--- src/inc/hsc_pkg.sv ---
package hsc_pkg;

	// Port and strap geometry
	localparam int NUM_PORTS = 6;
	localparam int CODE_W = 3;
	localparam int ADDR_W = 8;
	localparam int DATA_W = 8;
	localparam int SYNC_W = 3;

	// Resistor encodings of the multi-level straps, as delivered by the sensing front end
	localparam logic [2:0] CODE_200K_DN = 3'h0;
	localparam logic [2:0] CODE_200K_UP = 3'h1;
	localparam logic [2:0] CODE_10K_DN = 3'h2;
	localparam logic [2:0] CODE_10K_UP = 3'h3;
	localparam logic [2:0] CODE_10R_DN = 3'h4;
	localparam logic [2:0] CODE_10R_UP = 3'h5;

	// Port masks selected by the six encodings
	localparam logic [5:0] MASK_NONE = 6'h00;
	localparam logic [5:0] MASK_P1 = 6'h01;
	localparam logic [5:0] MASK_P12 = 6'h03;
	localparam logic [5:0] MASK_P123 = 6'h07;
	localparam logic [5:0] MASK_P1234 = 6'h0F;
	localparam logic [5:0] MASK_ALL = 6'h3F;

	// Register offsets
	localparam logic [7:0] REG_ROLE = 8'h00;
	localparam logic [7:0] REG_PORT_DIS = 8'h01;
	localparam logic [7:0] REG_FIXED = 8'h02;
	localparam logic [7:0] REG_CHARGE = 8'h03;
	localparam logic [7:0] REG_STAGE = 8'h04;
	localparam logic [7:0] REG_GPIO_DIR = 8'h10;
	localparam logic [7:0] REG_GPIO_OUT = 8'h11;
	localparam logic [7:0] REG_GPIO_PULL_EN = 8'h12;
	localparam logic [7:0] REG_GPIO_PULL_UP = 8'h13;
	localparam logic [7:0] REG_GPIO_IN = 8'h14;
	localparam logic [7:0] REG_CFG_DONE = 8'hFF;

	// Role register field positions
	localparam int ROLE_MASTER_BIT = 0;
	localparam int ROLE_SLAVE_BIT = 1;
	localparam int ROLE_MODE_LSB = 4;

	// Reset values
	localparam logic [7:0] RST_ZERO = 8'h00;

	// Boot stages
	typedef enum logic [2:0] {
		ST_RESET = 3'h0,
		ST_STRAP = 3'h1,
		ST_EXT_CFG = 3'h2,
		ST_OTP_CFG = 3'h3,
		ST_RUN = 3'h4
	} hsc_stage_type;

	// Raw strap levels from the pads
	typedef struct packed {
		logic [5:0] dplus_dis;
		logic [5:0] dminus_dis;
		logic [2:0] mode_code;
		logic [2:0] fixed_code;
		logic [2:0] charge_code;
		logic smbclk_pullup;
		logic smbdata_pullup;
	} hsc_strap_type;

	// One write from the feature-controller bridge
	typedef struct packed {
		logic wr;
		logic [7:0] addr;
		logic [7:0] data;
	} hsc_bridge_wr_type;

endpackage

--- src/rtl/hsc_strap_decode.sv ---
// Implementation choices: the register offsets and the address-and-strobe port.
`timescale 1ns/1ps
module hsc_strap_decode #(
	parameter int GPIO_W = 8,
	parameter int FIXED_PULL_W = 4
) (
	// Clock and reset
	input wire logic clock,
	input wire logic rst,
	// Strap pads and general pin inputs
	input wire hsc_pkg::hsc_strap_type strap_pins,
	input wire logic [GPIO_W-1:0] general_io_pin_i,
	// Hub state from the USB core
	input wire logic enumerated,
	// SMBus slave register port
	input wire logic [hsc_pkg::ADDR_W-1:0] reg_addr,
	input wire logic [hsc_pkg::DATA_W-1:0] reg_wdata,
	input wire logic reg_wr,
	input wire logic reg_rd,
	output logic [hsc_pkg::DATA_W-1:0] reg_rdata,
	// Feature-controller bridge write port
	input wire hsc_pkg::hsc_bridge_wr_type bridge_wr,
	// Decoded settings
	output logic smbus_master_en,
	output logic smbus_slave_en,
	output logic [hsc_pkg::NUM_PORTS-1:0] port_dplus_disable_strap,
	output logic [hsc_pkg::NUM_PORTS-1:0] port_dminus_disable_strap,
	output logic [hsc_pkg::NUM_PORTS-1:0] legacy_port_disable,
	output logic [hsc_pkg::NUM_PORTS-1:0] ss_port_disable,
	output logic [hsc_pkg::NUM_PORTS-1:0] fixed_port_mask,
	output logic [hsc_pkg::NUM_PORTS-1:0] charging_port_mask,
	output logic [2:0] config_stage,
	// General pin drive and pull controls
	output logic [GPIO_W-1:0] general_io_pin_o,
	output logic [GPIO_W-1:0] general_io_pin_oe,
	output logic [GPIO_W-1:0] general_io_pull_up,
	output logic [GPIO_W-1:0] general_io_pull_dn,
	output logic [FIXED_PULL_W-1:0] fixed_pull_en
);

	localparam int STRAP_W = $bits(hsc_pkg::hsc_strap_type);
	localparam int IN_W = STRAP_W + GPIO_W;

	// Elaboration-time parameter checks
	if (GPIO_W < 1 || GPIO_W > hsc_pkg::DATA_W) begin : g_bad_gpio
		$error("GPIO_W must be 1 to DATA_W");
	end
	if (FIXED_PULL_W < 1) begin : g_bad_pull
		$error("FIXED_PULL_W must be at least 1");
	end
	if (hsc_pkg::NUM_PORTS > hsc_pkg::DATA_W) begin : g_bad_ports
		$error("NUM_PORTS must fit one register word");
	end

	// Boot stage and the filtered strap view
	hsc_pkg::hsc_stage_type stage_r;
	hsc_pkg::hsc_strap_type strap_f;
	// Pad synchroniser chain, straps above the general pins
	logic [IN_W-1:0] pad_in;
	logic [IN_W-1:0] sync1_r;
	logic [IN_W-1:0] sync2_r;
	logic [IN_W-1:0] sync3_r;
	logic [IN_W-1:0] filt_r;
	logic [GPIO_W-1:0] gpio_in_f;
	// Pin setup registers written over either path, and the registered input levels
	logic [GPIO_W-1:0] dir_r;
	logic [GPIO_W-1:0] out_r;
	logic [GPIO_W-1:0] pull_en_r;
	logic [GPIO_W-1:0] pull_up_sel_r;
	logic [GPIO_W-1:0] gpio_in_r;
	// Latched mode code and write qualifiers
	logic [2:0] mode_code_r;
	logic smb_wr_ok;
	logic br_wr_ok;
	logic capture;
	logic [hsc_pkg::NUM_PORTS-1:0] both_dis;

	// Maps a six-way resistor code to a low-ports mask; unknown codes give none
	// The low ports fill first; each step adds one more port, except the last, which adds ports five and six
	function automatic logic [5:0] code_mask(input logic [2:0] code);
		logic [5:0] m;
		m = hsc_pkg::MASK_NONE;
		case (code)
			hsc_pkg::CODE_200K_DN: m = hsc_pkg::MASK_NONE;
			hsc_pkg::CODE_200K_UP: m = hsc_pkg::MASK_P1;
			hsc_pkg::CODE_10K_DN: m = hsc_pkg::MASK_P12;
			hsc_pkg::CODE_10K_UP: m = hsc_pkg::MASK_P123;
			hsc_pkg::CODE_10R_DN: m = hsc_pkg::MASK_P1234;
			hsc_pkg::CODE_10R_UP: m = hsc_pkg::MASK_ALL;
			default: m = hsc_pkg::MASK_NONE;
		endcase
		return m;
	endfunction

	// Merges one register write into a pin vector
	// Bits above the pin count are dropped for narrow configurations
	function automatic logic [GPIO_W-1:0] wr_field(input logic [7:0] d);
		return d[GPIO_W-1:0];
	endfunction

	// One vector so a single loop covers every pad
	assign pad_in = {strap_pins, general_io_pin_i};

	// Three-stage synchroniser per pad bit; a level is taken once stages two and three agree.
	// No reset here, so the pads are tracked while rst is held and are ready at release.
	// The filter stage costs one more cycle, so a strap must be steady
	// for four edges before release to be taken cleanly.
	for (genvar i = 0; i < IN_W; i++) begin : g_sync
		always_ff @(posedge clock) begin
			sync1_r[i] <= pad_in[i];
			sync2_r[i] <= sync1_r[i];
			sync3_r[i] <= sync2_r[i];
			if (sync2_r[i] == sync3_r[i]) begin
				filt_r[i] <= sync3_r[i];
			end
		end
	end

	// Split the filtered vector back into straps and pin levels
	assign strap_f = filt_r[IN_W-1:GPIO_W];
	assign gpio_in_f = filt_r[GPIO_W-1:0];

	// Capture happens on the first edge after reset release
	// The reset stage lasts one cycle, so the straps are taken once per reset
	assign capture = (stage_r == hsc_pkg::ST_RESET);
	// A port drops only with both of its lines tied high
	assign both_dis = strap_f.dplus_dis & strap_f.dminus_dis;

	// Write qualification for the two configuration paths
	// Outside the external stage the SMBus path works only once enumerated
	assign smb_wr_ok = reg_wr && smbus_slave_en &&
		(enumerated || stage_r == hsc_pkg::ST_EXT_CFG);
	assign br_wr_ok = bridge_wr.wr && enumerated;

	// Boot stage sequencer
	always_ff @(posedge clock) begin
		if (rst) begin
			stage_r <= hsc_pkg::ST_RESET;
		end else begin
			case (stage_r)
				hsc_pkg::ST_RESET: begin
					// One cycle to take the straps
					stage_r <= hsc_pkg::ST_STRAP;
				end
				hsc_pkg::ST_STRAP: begin
					// Role is known now; the bus pull-ups pick the next stage
					if (smbus_slave_en && strap_f.smbclk_pullup && strap_f.smbdata_pullup) begin
						stage_r <= hsc_pkg::ST_EXT_CFG;
					end else begin
						stage_r <= hsc_pkg::ST_OTP_CFG;
					end
				end
				hsc_pkg::ST_EXT_CFG: begin
					// Waits with no time limit for the closing write
					if (smb_wr_ok && reg_addr == hsc_pkg::REG_CFG_DONE) begin
						stage_r <= hsc_pkg::ST_OTP_CFG;
					end
				end
				hsc_pkg::ST_OTP_CFG: begin
					// Stored and external settings merge here in one step
					stage_r <= hsc_pkg::ST_RUN;
				end
				hsc_pkg::ST_RUN: begin
					// Stays until the next reset
					stage_r <= hsc_pkg::ST_RUN;
				end
				default: begin
					// Illegal codes fall back to the reset stage
					stage_r <= hsc_pkg::ST_RESET;
				end
			endcase
		end
	end

	// Stage visible on a port
	// Lags the internal stage by one cycle
	always_ff @(posedge clock) begin
		if (rst) begin
			config_stage <= hsc_pkg::ST_RESET;
		end else begin
			config_stage <= stage_r;
		end
	end

	// Device mode strap latch and SMBus role decode
	// Raw code kept for read-back in the role register
	always_ff @(posedge clock) begin
		if (rst) begin
			mode_code_r <= hsc_pkg::CODE_200K_DN;
			smbus_master_en <= 1'b0;
			smbus_slave_en <= 1'b0;
		end else if (capture) begin
			mode_code_r <= strap_f.mode_code;
			smbus_master_en <= (strap_f.mode_code == hsc_pkg::CODE_200K_DN);
			smbus_slave_en <= (strap_f.mode_code == hsc_pkg::CODE_200K_UP);
			// Reserved codes leave both roles off
		end
	end

	// Port disable straps; held until the next reset
	// Fast ports follow the legacy pair, so no port is left half disabled
	always_ff @(posedge clock) begin
		if (rst) begin
			port_dplus_disable_strap <= hsc_pkg::MASK_NONE;
			port_dminus_disable_strap <= hsc_pkg::MASK_NONE;
			legacy_port_disable <= hsc_pkg::MASK_NONE;
			ss_port_disable <= hsc_pkg::MASK_NONE;
		end else if (capture) begin
			port_dplus_disable_strap <= strap_f.dplus_dis;
			port_dminus_disable_strap <= strap_f.dminus_dis;
			legacy_port_disable <= both_dis;
			ss_port_disable <= both_dis;
		end
	end

	// Non-removable and charging masks
	// Codes six and seven cannot come from a resistor and give no ports
	always_ff @(posedge clock) begin
		if (rst) begin
			fixed_port_mask <= hsc_pkg::MASK_NONE;
			charging_port_mask <= hsc_pkg::MASK_NONE;
		end else if (capture) begin
			fixed_port_mask <= code_mask(strap_f.fixed_code);
			charging_port_mask <= code_mask(strap_f.charge_code);
		end
	end

	// General pin setup registers; SMBus wins when both paths hit one register
	// Bridge writes come first, so a later SMBus assignment overrides them
	// Only the four setup offsets are writable; the rest drop silently
	always_ff @(posedge clock) begin
		if (rst) begin
			dir_r <= '0;
			out_r <= '0;
			pull_en_r <= '0;
			pull_up_sel_r <= '0;
		end else begin
			if (br_wr_ok) begin
				case (bridge_wr.addr)
					hsc_pkg::REG_GPIO_DIR: dir_r <= wr_field(bridge_wr.data);
					hsc_pkg::REG_GPIO_OUT: out_r <= wr_field(bridge_wr.data);
					hsc_pkg::REG_GPIO_PULL_EN: pull_en_r <= wr_field(bridge_wr.data);
					hsc_pkg::REG_GPIO_PULL_UP: pull_up_sel_r <= wr_field(bridge_wr.data);
					default: begin
					end
				endcase
			end
			if (smb_wr_ok) begin
				case (reg_addr)
					hsc_pkg::REG_GPIO_DIR: dir_r <= wr_field(reg_wdata);
					hsc_pkg::REG_GPIO_OUT: out_r <= wr_field(reg_wdata);
					hsc_pkg::REG_GPIO_PULL_EN: pull_en_r <= wr_field(reg_wdata);
					hsc_pkg::REG_GPIO_PULL_UP: pull_up_sel_r <= wr_field(reg_wdata);
					default: begin
					end
				endcase
			end
		end
	end

	// Pin drive: direction per pin, pulls only while the pin is an input
	// An input pin never drives, so a stale output value cannot leak out
	always_ff @(posedge clock) begin
		if (rst) begin
			general_io_pin_o <= '0;
			general_io_pin_oe <= '0;
			general_io_pull_up <= '0;
			general_io_pull_dn <= '0;
		end else begin
			general_io_pin_oe <= dir_r;
			general_io_pin_o <= out_r & dir_r;
			general_io_pull_up <= pull_en_r & pull_up_sel_r & ~dir_r;
			general_io_pull_dn <= pull_en_r & ~pull_up_sel_r & ~dir_r;
		end
	end

	// Pads with a built-in pull keep it on from reset onward
	// Software has no bit that turns these pulls off
	always_ff @(posedge clock) begin
		if (rst) begin
			fixed_pull_en <= '1;
		end else begin
			fixed_pull_en <= '1;
		end
	end

	// Filtered input levels of the general pins
	// Registered so the read mux sees a level that does not move mid-read
	always_ff @(posedge clock) begin
		if (rst) begin
			gpio_in_r <= '0;
		end else begin
			gpio_in_r <= gpio_in_f;
		end
	end

	// Read data stands for one cycle after the strobe, zero otherwise
	// Unused upper bits and unmapped offsets read as zero
	always_ff @(posedge clock) begin
		if (rst) begin
			reg_rdata <= hsc_pkg::RST_ZERO;
		end else if (reg_rd) begin
			case (reg_addr)
				hsc_pkg::REG_ROLE: begin
					reg_rdata <= hsc_pkg::RST_ZERO;
					reg_rdata[hsc_pkg::ROLE_MASTER_BIT] <= smbus_master_en;
					reg_rdata[hsc_pkg::ROLE_SLAVE_BIT] <= smbus_slave_en;
					reg_rdata[hsc_pkg::ROLE_MODE_LSB +: hsc_pkg::CODE_W] <= mode_code_r;
				end
				hsc_pkg::REG_PORT_DIS: reg_rdata <= {2'h0, legacy_port_disable};
				hsc_pkg::REG_FIXED: reg_rdata <= {2'h0, fixed_port_mask};
				hsc_pkg::REG_CHARGE: reg_rdata <= {2'h0, charging_port_mask};
				hsc_pkg::REG_STAGE: reg_rdata <= {5'h00, stage_r};
				hsc_pkg::REG_GPIO_DIR: reg_rdata <= hsc_pkg::DATA_W'(dir_r);
				hsc_pkg::REG_GPIO_OUT: reg_rdata <= hsc_pkg::DATA_W'(out_r);
				hsc_pkg::REG_GPIO_PULL_EN: reg_rdata <= hsc_pkg::DATA_W'(pull_en_r);
				hsc_pkg::REG_GPIO_PULL_UP: reg_rdata <= hsc_pkg::DATA_W'(pull_up_sel_r);
				hsc_pkg::REG_GPIO_IN: reg_rdata <= hsc_pkg::DATA_W'(gpio_in_r);
				default: reg_rdata <= hsc_pkg::RST_ZERO;
			endcase
		end else begin
			reg_rdata <= hsc_pkg::RST_ZERO;
		end
	end

endmodule

--- config.mk ---
export PLATFORM = sky130hd
export DESIGN_NAME = hsc_strap_decode
export DESIGN_NICKNAME = d
export VERILOG_FILES = /design/src/inc/hsc_pkg.sv /design/src/rtl/hsc_strap_decode.sv
export SDC_FILE = /design/constraint.sdc
export NUM_CORES = 1
export LEC_CHECK = 0
export BUFFER_PORTS_ARGS = -buffer_cell sky130_fd_sc_hd__buf_2
export CORE_ASPECT_RATIO = 1.1
export CORE_MARGIN = 2
export CORE_UTILIZATION = 41
export CTS_CLUSTER_SIZE = 12
export DETAILED_ROUTE_END_ITERATION = 6
export GPL_ROUTABILITY_DRIVEN = 0
export PLACE_DENSITY = 0.68
export SKIP_LAST_GASP = 1
export SLEW_MARGIN = 20
export SYNTH_ARGS = -nofsm -noshare
export SYNTH_HDL_FRONTEND = slang
export SYNTH_SLANG_ARGS = --single-unit
--- constraint.sdc ---
create_clock -name clock -period 1.55 [get_ports clock]
set_input_delay 0.0775 -clock clock [delete_from_list [all_inputs] [get_ports clock]]
set_output_delay 0.0775 -clock clock [all_outputs]
set_load 0.01 [all_outputs]
* Word-level counts from Yosys, hierarchy flattened
Index checks and enable logic that the tools add are counted.
** Operators by class
- Shift operators :: 0
- Magnitude comparators :: 0
- Bitwise operators :: 9
- $add $sub $neg :: 0
- Equal/unequal tests :: 61
- Mux-type cells :: 22
- Divide/modulo/power cells :: 0
- Reduce and logical (&&, ||, !) cells :: 12
- Multiply operators :: 0
** Operators with widths (number)
- 8-bit 2-to-1 mux :: 16
- 8-bit case mux with 10 select lines :: 1
- 8-bit by 5-bit == test with 1-bit output (second input constant) :: 9
- 6-bit case mux with 5 select lines :: 2
- 8-bit bitwise AND :: 5
- 1-bit == test :: 31
- 3-bit by 2-bit == test with 1-bit output (second input constant) :: 6
- 8-bit by 2-bit == test with 1-bit output (second input constant) :: 2
- 8-bit inverter :: 2
- 3-bit == test (second input constant) :: 5
- 3-bit by 1-bit == test with 1-bit output (second input constant) :: 4
- 3-bit case mux with 4 select lines :: 1
- 8-bit by 1-bit == test with 1-bit output (second input constant) :: 1
- 8-bit by 3-bit == test with 1-bit output (second input constant) :: 1
- 8-bit == test (second input constant) :: 1
- 8-bit zero test :: 1
- 6-bit bitwise AND :: 1
- 1-bit logical AND :: 6
- 3-bit zero test :: 2
- 2-bit OR reduction :: 2
- 3-bit 2-to-1 mux :: 1
- 2-bit by 1-bit != test with 1-bit output (second input constant) :: 1
- 1-bit logical OR :: 1
- 1-bit 2-to-1 mux :: 1
- 1-bit inverter :: 1
** Word-level totals
- Memories kept :: 0
- Output and inout bits :: 85
- Input bits :: 69
- Word-level logic and storage cells :: 248
- Bits in latches :: 0
- Memory bits (writable) :: 0
- Memory bits (read-only) :: 0
- Register bits after elaboration :: 245

* Longest topological paths before layout
- Word-level depth :: 6
- Mapped depth :: 7
- Depth with buffers taken out :: 5

* Worst setup path before layout
No wires, ideal clock.
- Path kind :: register -> register
- Start point :: register stage_r[1]
- End point :: register out_r[0]
- Data arrival time :: 1.442 ns
- Stages on the path, launching flop included :: 7
- Data required time :: 1.421 ns
- Library setup time :: 0.129 ns
- Path slack :: -0.021 ns
- Period minus slack after synthesis :: 1.571 ns
- Cell sequence :: dfxtp_1 buf_2 nor3b_2 o211ai_4 clkbuf_1 o41ai_1 a21oi_1
** On the way
- Longest elaborated chain between the ends :: 4
** RTL lines
- from (decl) :: RTL line hsc_strap_decode.sv:56 : hsc_pkg::hsc_stage_type stage_r;
- from (signal assigned) :: RTL line hsc_strap_decode.sv:138 : stage_r <= hsc_pkg::ST_RESET;
- from (signal assigned) :: RTL line hsc_strap_decode.sv:143 : stage_r <= hsc_pkg::ST_STRAP;
- from (signal assigned) :: RTL line hsc_strap_decode.sv:148 : stage_r <= hsc_pkg::ST_EXT_CFG;
- 3-bit by 2-bit == test with 1-bit output :: RTL line hsc_strap_decode.sv:132 : (enumerated || stage_r == hsc_pkg::ST_EXT_CFG);
- 1-bit logical OR :: RTL line hsc_strap_decode.sv:132
- 1-bit logical AND :: RTL line hsc_strap_decode.sv:131 : assign smb_wr_ok = reg_wr && smbus_slave_en &&
- 8-bit 2-to-1 mux :: RTL line hsc_strap_decode.sv:248 : if (smb_wr_ok) begin
- to (signal assigned) :: RTL line hsc_strap_decode.sv:241 : hsc_pkg::REG_GPIO_OUT: out_r <= wr_field(bridge_wr.data);
- to (signal assigned) :: RTL line hsc_strap_decode.sv:251 : hsc_pkg::REG_GPIO_OUT: out_r <= wr_field(reg_wdata);
- to (decl) :: RTL line hsc_strap_decode.sv:67 : logic [GPIO_W-1:0] out_r;
No other way between the ends.
A chain may end at the register's enable or synchronous reset.

* Worst setup path in the final report
- Start point :: register stage_r[2]
- End point :: register pull_up_sel_r[2]
** On the way
- Longest elaborated chain between the ends :: 4
** RTL lines
- 3-bit by 2-bit == test with 1-bit output :: RTL line hsc_strap_decode.sv:132
- 1-bit logical OR :: RTL line hsc_strap_decode.sv:132
- 1-bit logical AND :: RTL line hsc_strap_decode.sv:131
- 8-bit 2-to-1 mux :: RTL line hsc_strap_decode.sv:248
- to (signal assigned) :: RTL line hsc_strap_decode.sv:243 : hsc_pkg::REG_GPIO_PULL_UP: pull_up_sel_r <= wr_field(bridge_wr.data);
- to (signal assigned) :: RTL line hsc_strap_decode.sv:253 : hsc_pkg::REG_GPIO_PULL_UP: pull_up_sel_r <= wr_field(reg_wdata);
- to (decl) :: RTL line hsc_strap_decode.sv:69 : logic [GPIO_W-1:0] pull_up_sel_r;
No other way between the ends.

==> impl_summary.log <==
[metrics] count of port buffers added during placement: 149
[metrics] final wirelength: 19.3 mm
[metrics] cell-by-cell trace of the critical path: nor3b_4 -> o211ai_4 -> buf_6 -> o41ai_1 -> a21oi_1
[metrics] TritonCTS clock tree: built
[metrics] Leakage Power: 4.53 nW
[metrics] FP Rows: 54
[metrics] maximum number of pins on one net before global-route repair: 70
[metrics] cell-internal power: 10.7 mW
[metrics] synth top area cells: sky130_fd_sc_hd__dfxtp_1 (51%), sky130_fd_sc_hd__edfxtp_1 (11%), sky130_fd_sc_hd__mux2i_1 (4.7%), sky130_fd_sc_hd__a21oi_1 (4.0%), sky130_fd_sc_hd__xnor2_1 (3.4%)
[metrics] Yosys warning count: 0
[metrics] clock sink count: 243
[metrics] detailed placer's ending HPWL: 13.5 mm
[metrics] Worst Path Required: 1930 ps
[metrics] initial core utilization: 0.417
[metrics] via count of the first global-routing pass: 5,877
[metrics] startpoint of the most critical register-to-register path: stage_r[2]$_SDFFE_PP0P_
[metrics] global routing's busiest layer: met2
[metrics] start-to-end type of the worst setup path: reg -> reg
[metrics] I/O pin total: 154
[metrics] kind of cell adding the most delay to the critical path: compound AO/OA/AOI/OAI gates
[metrics] Netlist cell types: 60
[metrics] combinational share of power: 0.113
[metrics] startpoint type of the worst setup path: register
[metrics] DRC violation count after routing: 0
[metrics] Die Wd: 139 um
[metrics] Routed WL per cell: 16.2 um
[metrics] sequential share of the synthesized area: 0.627
[metrics] Final Slew Violations: 0
[metrics] buffer levels on the longest clock path: 3
[metrics] htree depth: 1
[metrics] met1 Use GR: 0.213
[metrics] global-route wire length before repair: 30.1 mm
[metrics] data arrival time of the critical path: 1890 ps
[metrics] Vert. Die Dim: 153 um
[metrics] cell accounting for the most synthesized area: sky130_fd_sc_hd__dfxtp_1
[metrics] worst setup slack for register-to-register paths: 40 ps
[metrics] post-synthesis async set-or-reset flop share: 0
[metrics] endpoint with the worst hold slack: reg_rdata[3]$_SDFF_PP0_
[metrics] Clk pin slew, worst setup/hold paths: 60 ps
[metrics] crit-path max FO: 24
[metrics] cell at the slowest stage of the critical path: sky130_fd_sc_hd__o41ai_1
[metrics] Die Area: 0.0213 mm2
[metrics] Clk pwr share: 0.386
[metrics] initial detailed-routing violation count: 277
[metrics] largest incremental delay on the critical path: 380 ps
[metrics] Setup Skew: 9.28 ps
[metrics] most numerous cell in the Yosys netlist: sky130_fd_sc_hd__dfxtp_1
[metrics] maxcap violations: 0
[metrics] P per Cell Area: 1290 mW/mm2
[metrics] number of synthesized register bits: 243
[metrics] global-route met2 utilization: 0.300
[metrics] first-pass iteration count of the detailed router: 4
[metrics] number of nets with antenna violations after detailed routing: 0
[metrics] area of the mapped netlist: 0.00826 mm2
[metrics] average cell area after synthesis: 11.7 um2
[metrics] achievable frequency: 0.664 GHz
[metrics] met3 Track Usage GR: 0.0442
[metrics] worst IR drop on VDD: 0.00112 V
[metrics] vias after detailed routing: 6,000
[metrics] top cells by count, synth: sky130_fd_sc_hd__dfxtp_1 (212), sky130_fd_sc_hd__a21oi_1 (66), sky130_fd_sc_hd__nand2_1 (49), sky130_fd_sc_hd__mux2i_1 (39), sky130_fd_sc_hd__xnor2_1 (32)
[metrics] sequential power share: 0.501
[metrics] smallest hold slack: 33.0 ps
[metrics] instance count on the critical path: 5
[metrics] terminus of the critical flop-to-flop path: pull_up_sel_r[2]$_SDFF_PP0_
[metrics] layout cells sized above 1: 0.281
[metrics] cell depth of the worst min-delay path: 4
[metrics] area of the core: 0.0198 mm2
[metrics] clock insertion delay at the later pin of the skew report: 500 ps
[metrics] Final Net Count: 988
[metrics] post-place setup slack: -80.5 ps
[metrics] time the worst path needs with I/O delays and setup: 1510 ps
[metrics] proportion of netlist area held by the largest area contributor: 0.514
[metrics] final hold violation count: 0
[metrics] path depth of the worst reg2reg path: 5
[metrics] switching power: 3.32 mW
[metrics] hold crit path type: in -> reg
[metrics] per-cell via count in the routed design: 5.06
[metrics] start point of the worst hold path: reg_addr[1]
[metrics] count of final setup violators: 0
[metrics] fraction of power spent switching nets: 0.238
[metrics] root cell of the clock tree: sky130_fd_sc_hd__clkbuf_16
[metrics] number of flops mapped to enable cells by yosys: 31
[metrics] number of clock buffers inserted by TritonCTS: 25
[metrics] top_reg_cell synth: sky130_fd_sc_hd__dfxtp_1
[metrics] run status: finished, final reports clean
[metrics] critical path buffer and inverter count: 1
[metrics] overflow left after global routing: 0
[metrics] number of instances in the synthesized netlist: 703
[metrics] type of destination of the critical path: register
[metrics] crit path setup slack, layout: 44.6 ps
[metrics] initial antenna violation count: 0
[metrics] Syn-to-layout area delta: 30.9%
[metrics] final period utilization: 0.971
[metrics] All-Layer GR Usage: 0.175
what timing repair did:
action / in CTS / in global routing
resized for setup: 0 / 17
setup buffers: 0 / 1
endpoints found under the hold margin: 65 / 0
hold buffers: 48 / 0
endpoints found under the setup margin: 0 / 24
metal layers:
metal | share of wire | vias up
li1 | - | 2933
met1 | 0.42 | 2805
met2 | 0.48 | 221
met3 | 0.078 | 41
met4 | 0.031 | 0
met5 | 0 | -
power groups by stage:
stage	sequential [mW]	combinational, mW	clock (mW)
after CTS	7.01	1.56	5.55
after global routing	7.05	1.72	5.79
after global placement	7.13	1.43	0
after floorplan	7.13	0.810	0
final	7.01	1.58	5.40
after detailed placement	7.14	1.46	0
worst max-delay path by stage:
stage,start,slack [ps],end
global route,stage_r[2]$_SDFFE_PP0P_,-20,pull_up_sel_r[2]$_SDFF_PP0_
CTS,stage_r[0]$_SDFFE_PP0P_,3,out_r[7]$_SDFF_PP0_
detailed placement,reg_addr[1],-80,reg_rdata[7]$_SDFF_PP0_
floorplan,stage_r[1]$_SDFFE_PP0P_,20,out_r[0]$_SDFF_PP0_
global placement,reg_addr[1],-90,reg_rdata[7]$_SDFF_PP0_
finish,stage_r[2]$_SDFFE_PP0P_,40,pull_up_sel_r[2]$_SDFF_PP0_
per-stage QoR:
step	std cells	instance area [um2]	util	power, mW	setup TNS (ps)
2_1_floorplan	706	8270	-	7.94	0
3_3_place_gp	1093	9460	0.478	8.56	-91.5
3_5_place_dp	1093	9460	0.478	8.60	-80.5
4_1_cts	1184	10700	0.539	14.1	0
5_1_grt	1185	10800	0.546	14.6	-20.9
6_report	1186	10800	0.546	14.0	0
cell type report:
class,count,area (um2)
repair buffers,241,1640
inverters,3,11.3
clock inverters,2,12.5
fillers,1721,8990
multi-input cells,403,2930
well taps,252,315
diodes,1,2.50
clock buffers,41,726
flip-flops and latches,243,5170
sequential cells by signal, summed over array words and instances (netlist names), 31 cells and up:
| name | flops |
|---|---|
| sync3_r | 31 |
| filt_r | 31 |
| sync1_r | 31 |
| sync2_r | 31 |
worst min-delay path: cells and delay by family:
family,cells,cell delay (ps)
buffers and inverters,1,190
AND/OR/NAND/NOR,2,130
AO/OA/AOI/OAI,1,80
cells in the final DEF (no fill, tap or decap), types with 13 or more instances in the layout:
master and instances:
sky130_fd_sc_hd__nand2_1 49, sky130_fd_sc_hd__buf_4 37, sky130_fd_sc_hd__nor2b_1 23, sky130_fd_sc_hd__o41ai_2 13
sky130_fd_sc_hd__mux2i_1 39, sky130_fd_sc_hd__clkbuf_16 25, sky130_fd_sc_hd__dfxtp_1 212, sky130_fd_sc_hd__edfxtp_1 31
sky130_fd_sc_hd__xnor2_1 32, sky130_fd_sc_hd__nor2_1 18, sky130_fd_sc_hd__a21oi_1 66, sky130_fd_sc_hd__dlygate4sd3_1 48
sky130_fd_sc_hd__buf_2 149
cells by family after synthesis:
| logic type | synth area share |
|---|---|
| buffers and inverters | 0.0350 |
| flip-flops | 0.627 |
| AO/OA/AOI/OAI | 0.114 |
| multiplexers | 0.0623 |
| adder cells (fa/ha/maj) | 0.00303 |
| other | 0.000454 |
| AND/OR/NAND/NOR | 0.125 |
| XOR/XNOR | 0.0339 |
(Power assumes the default switching activity.)
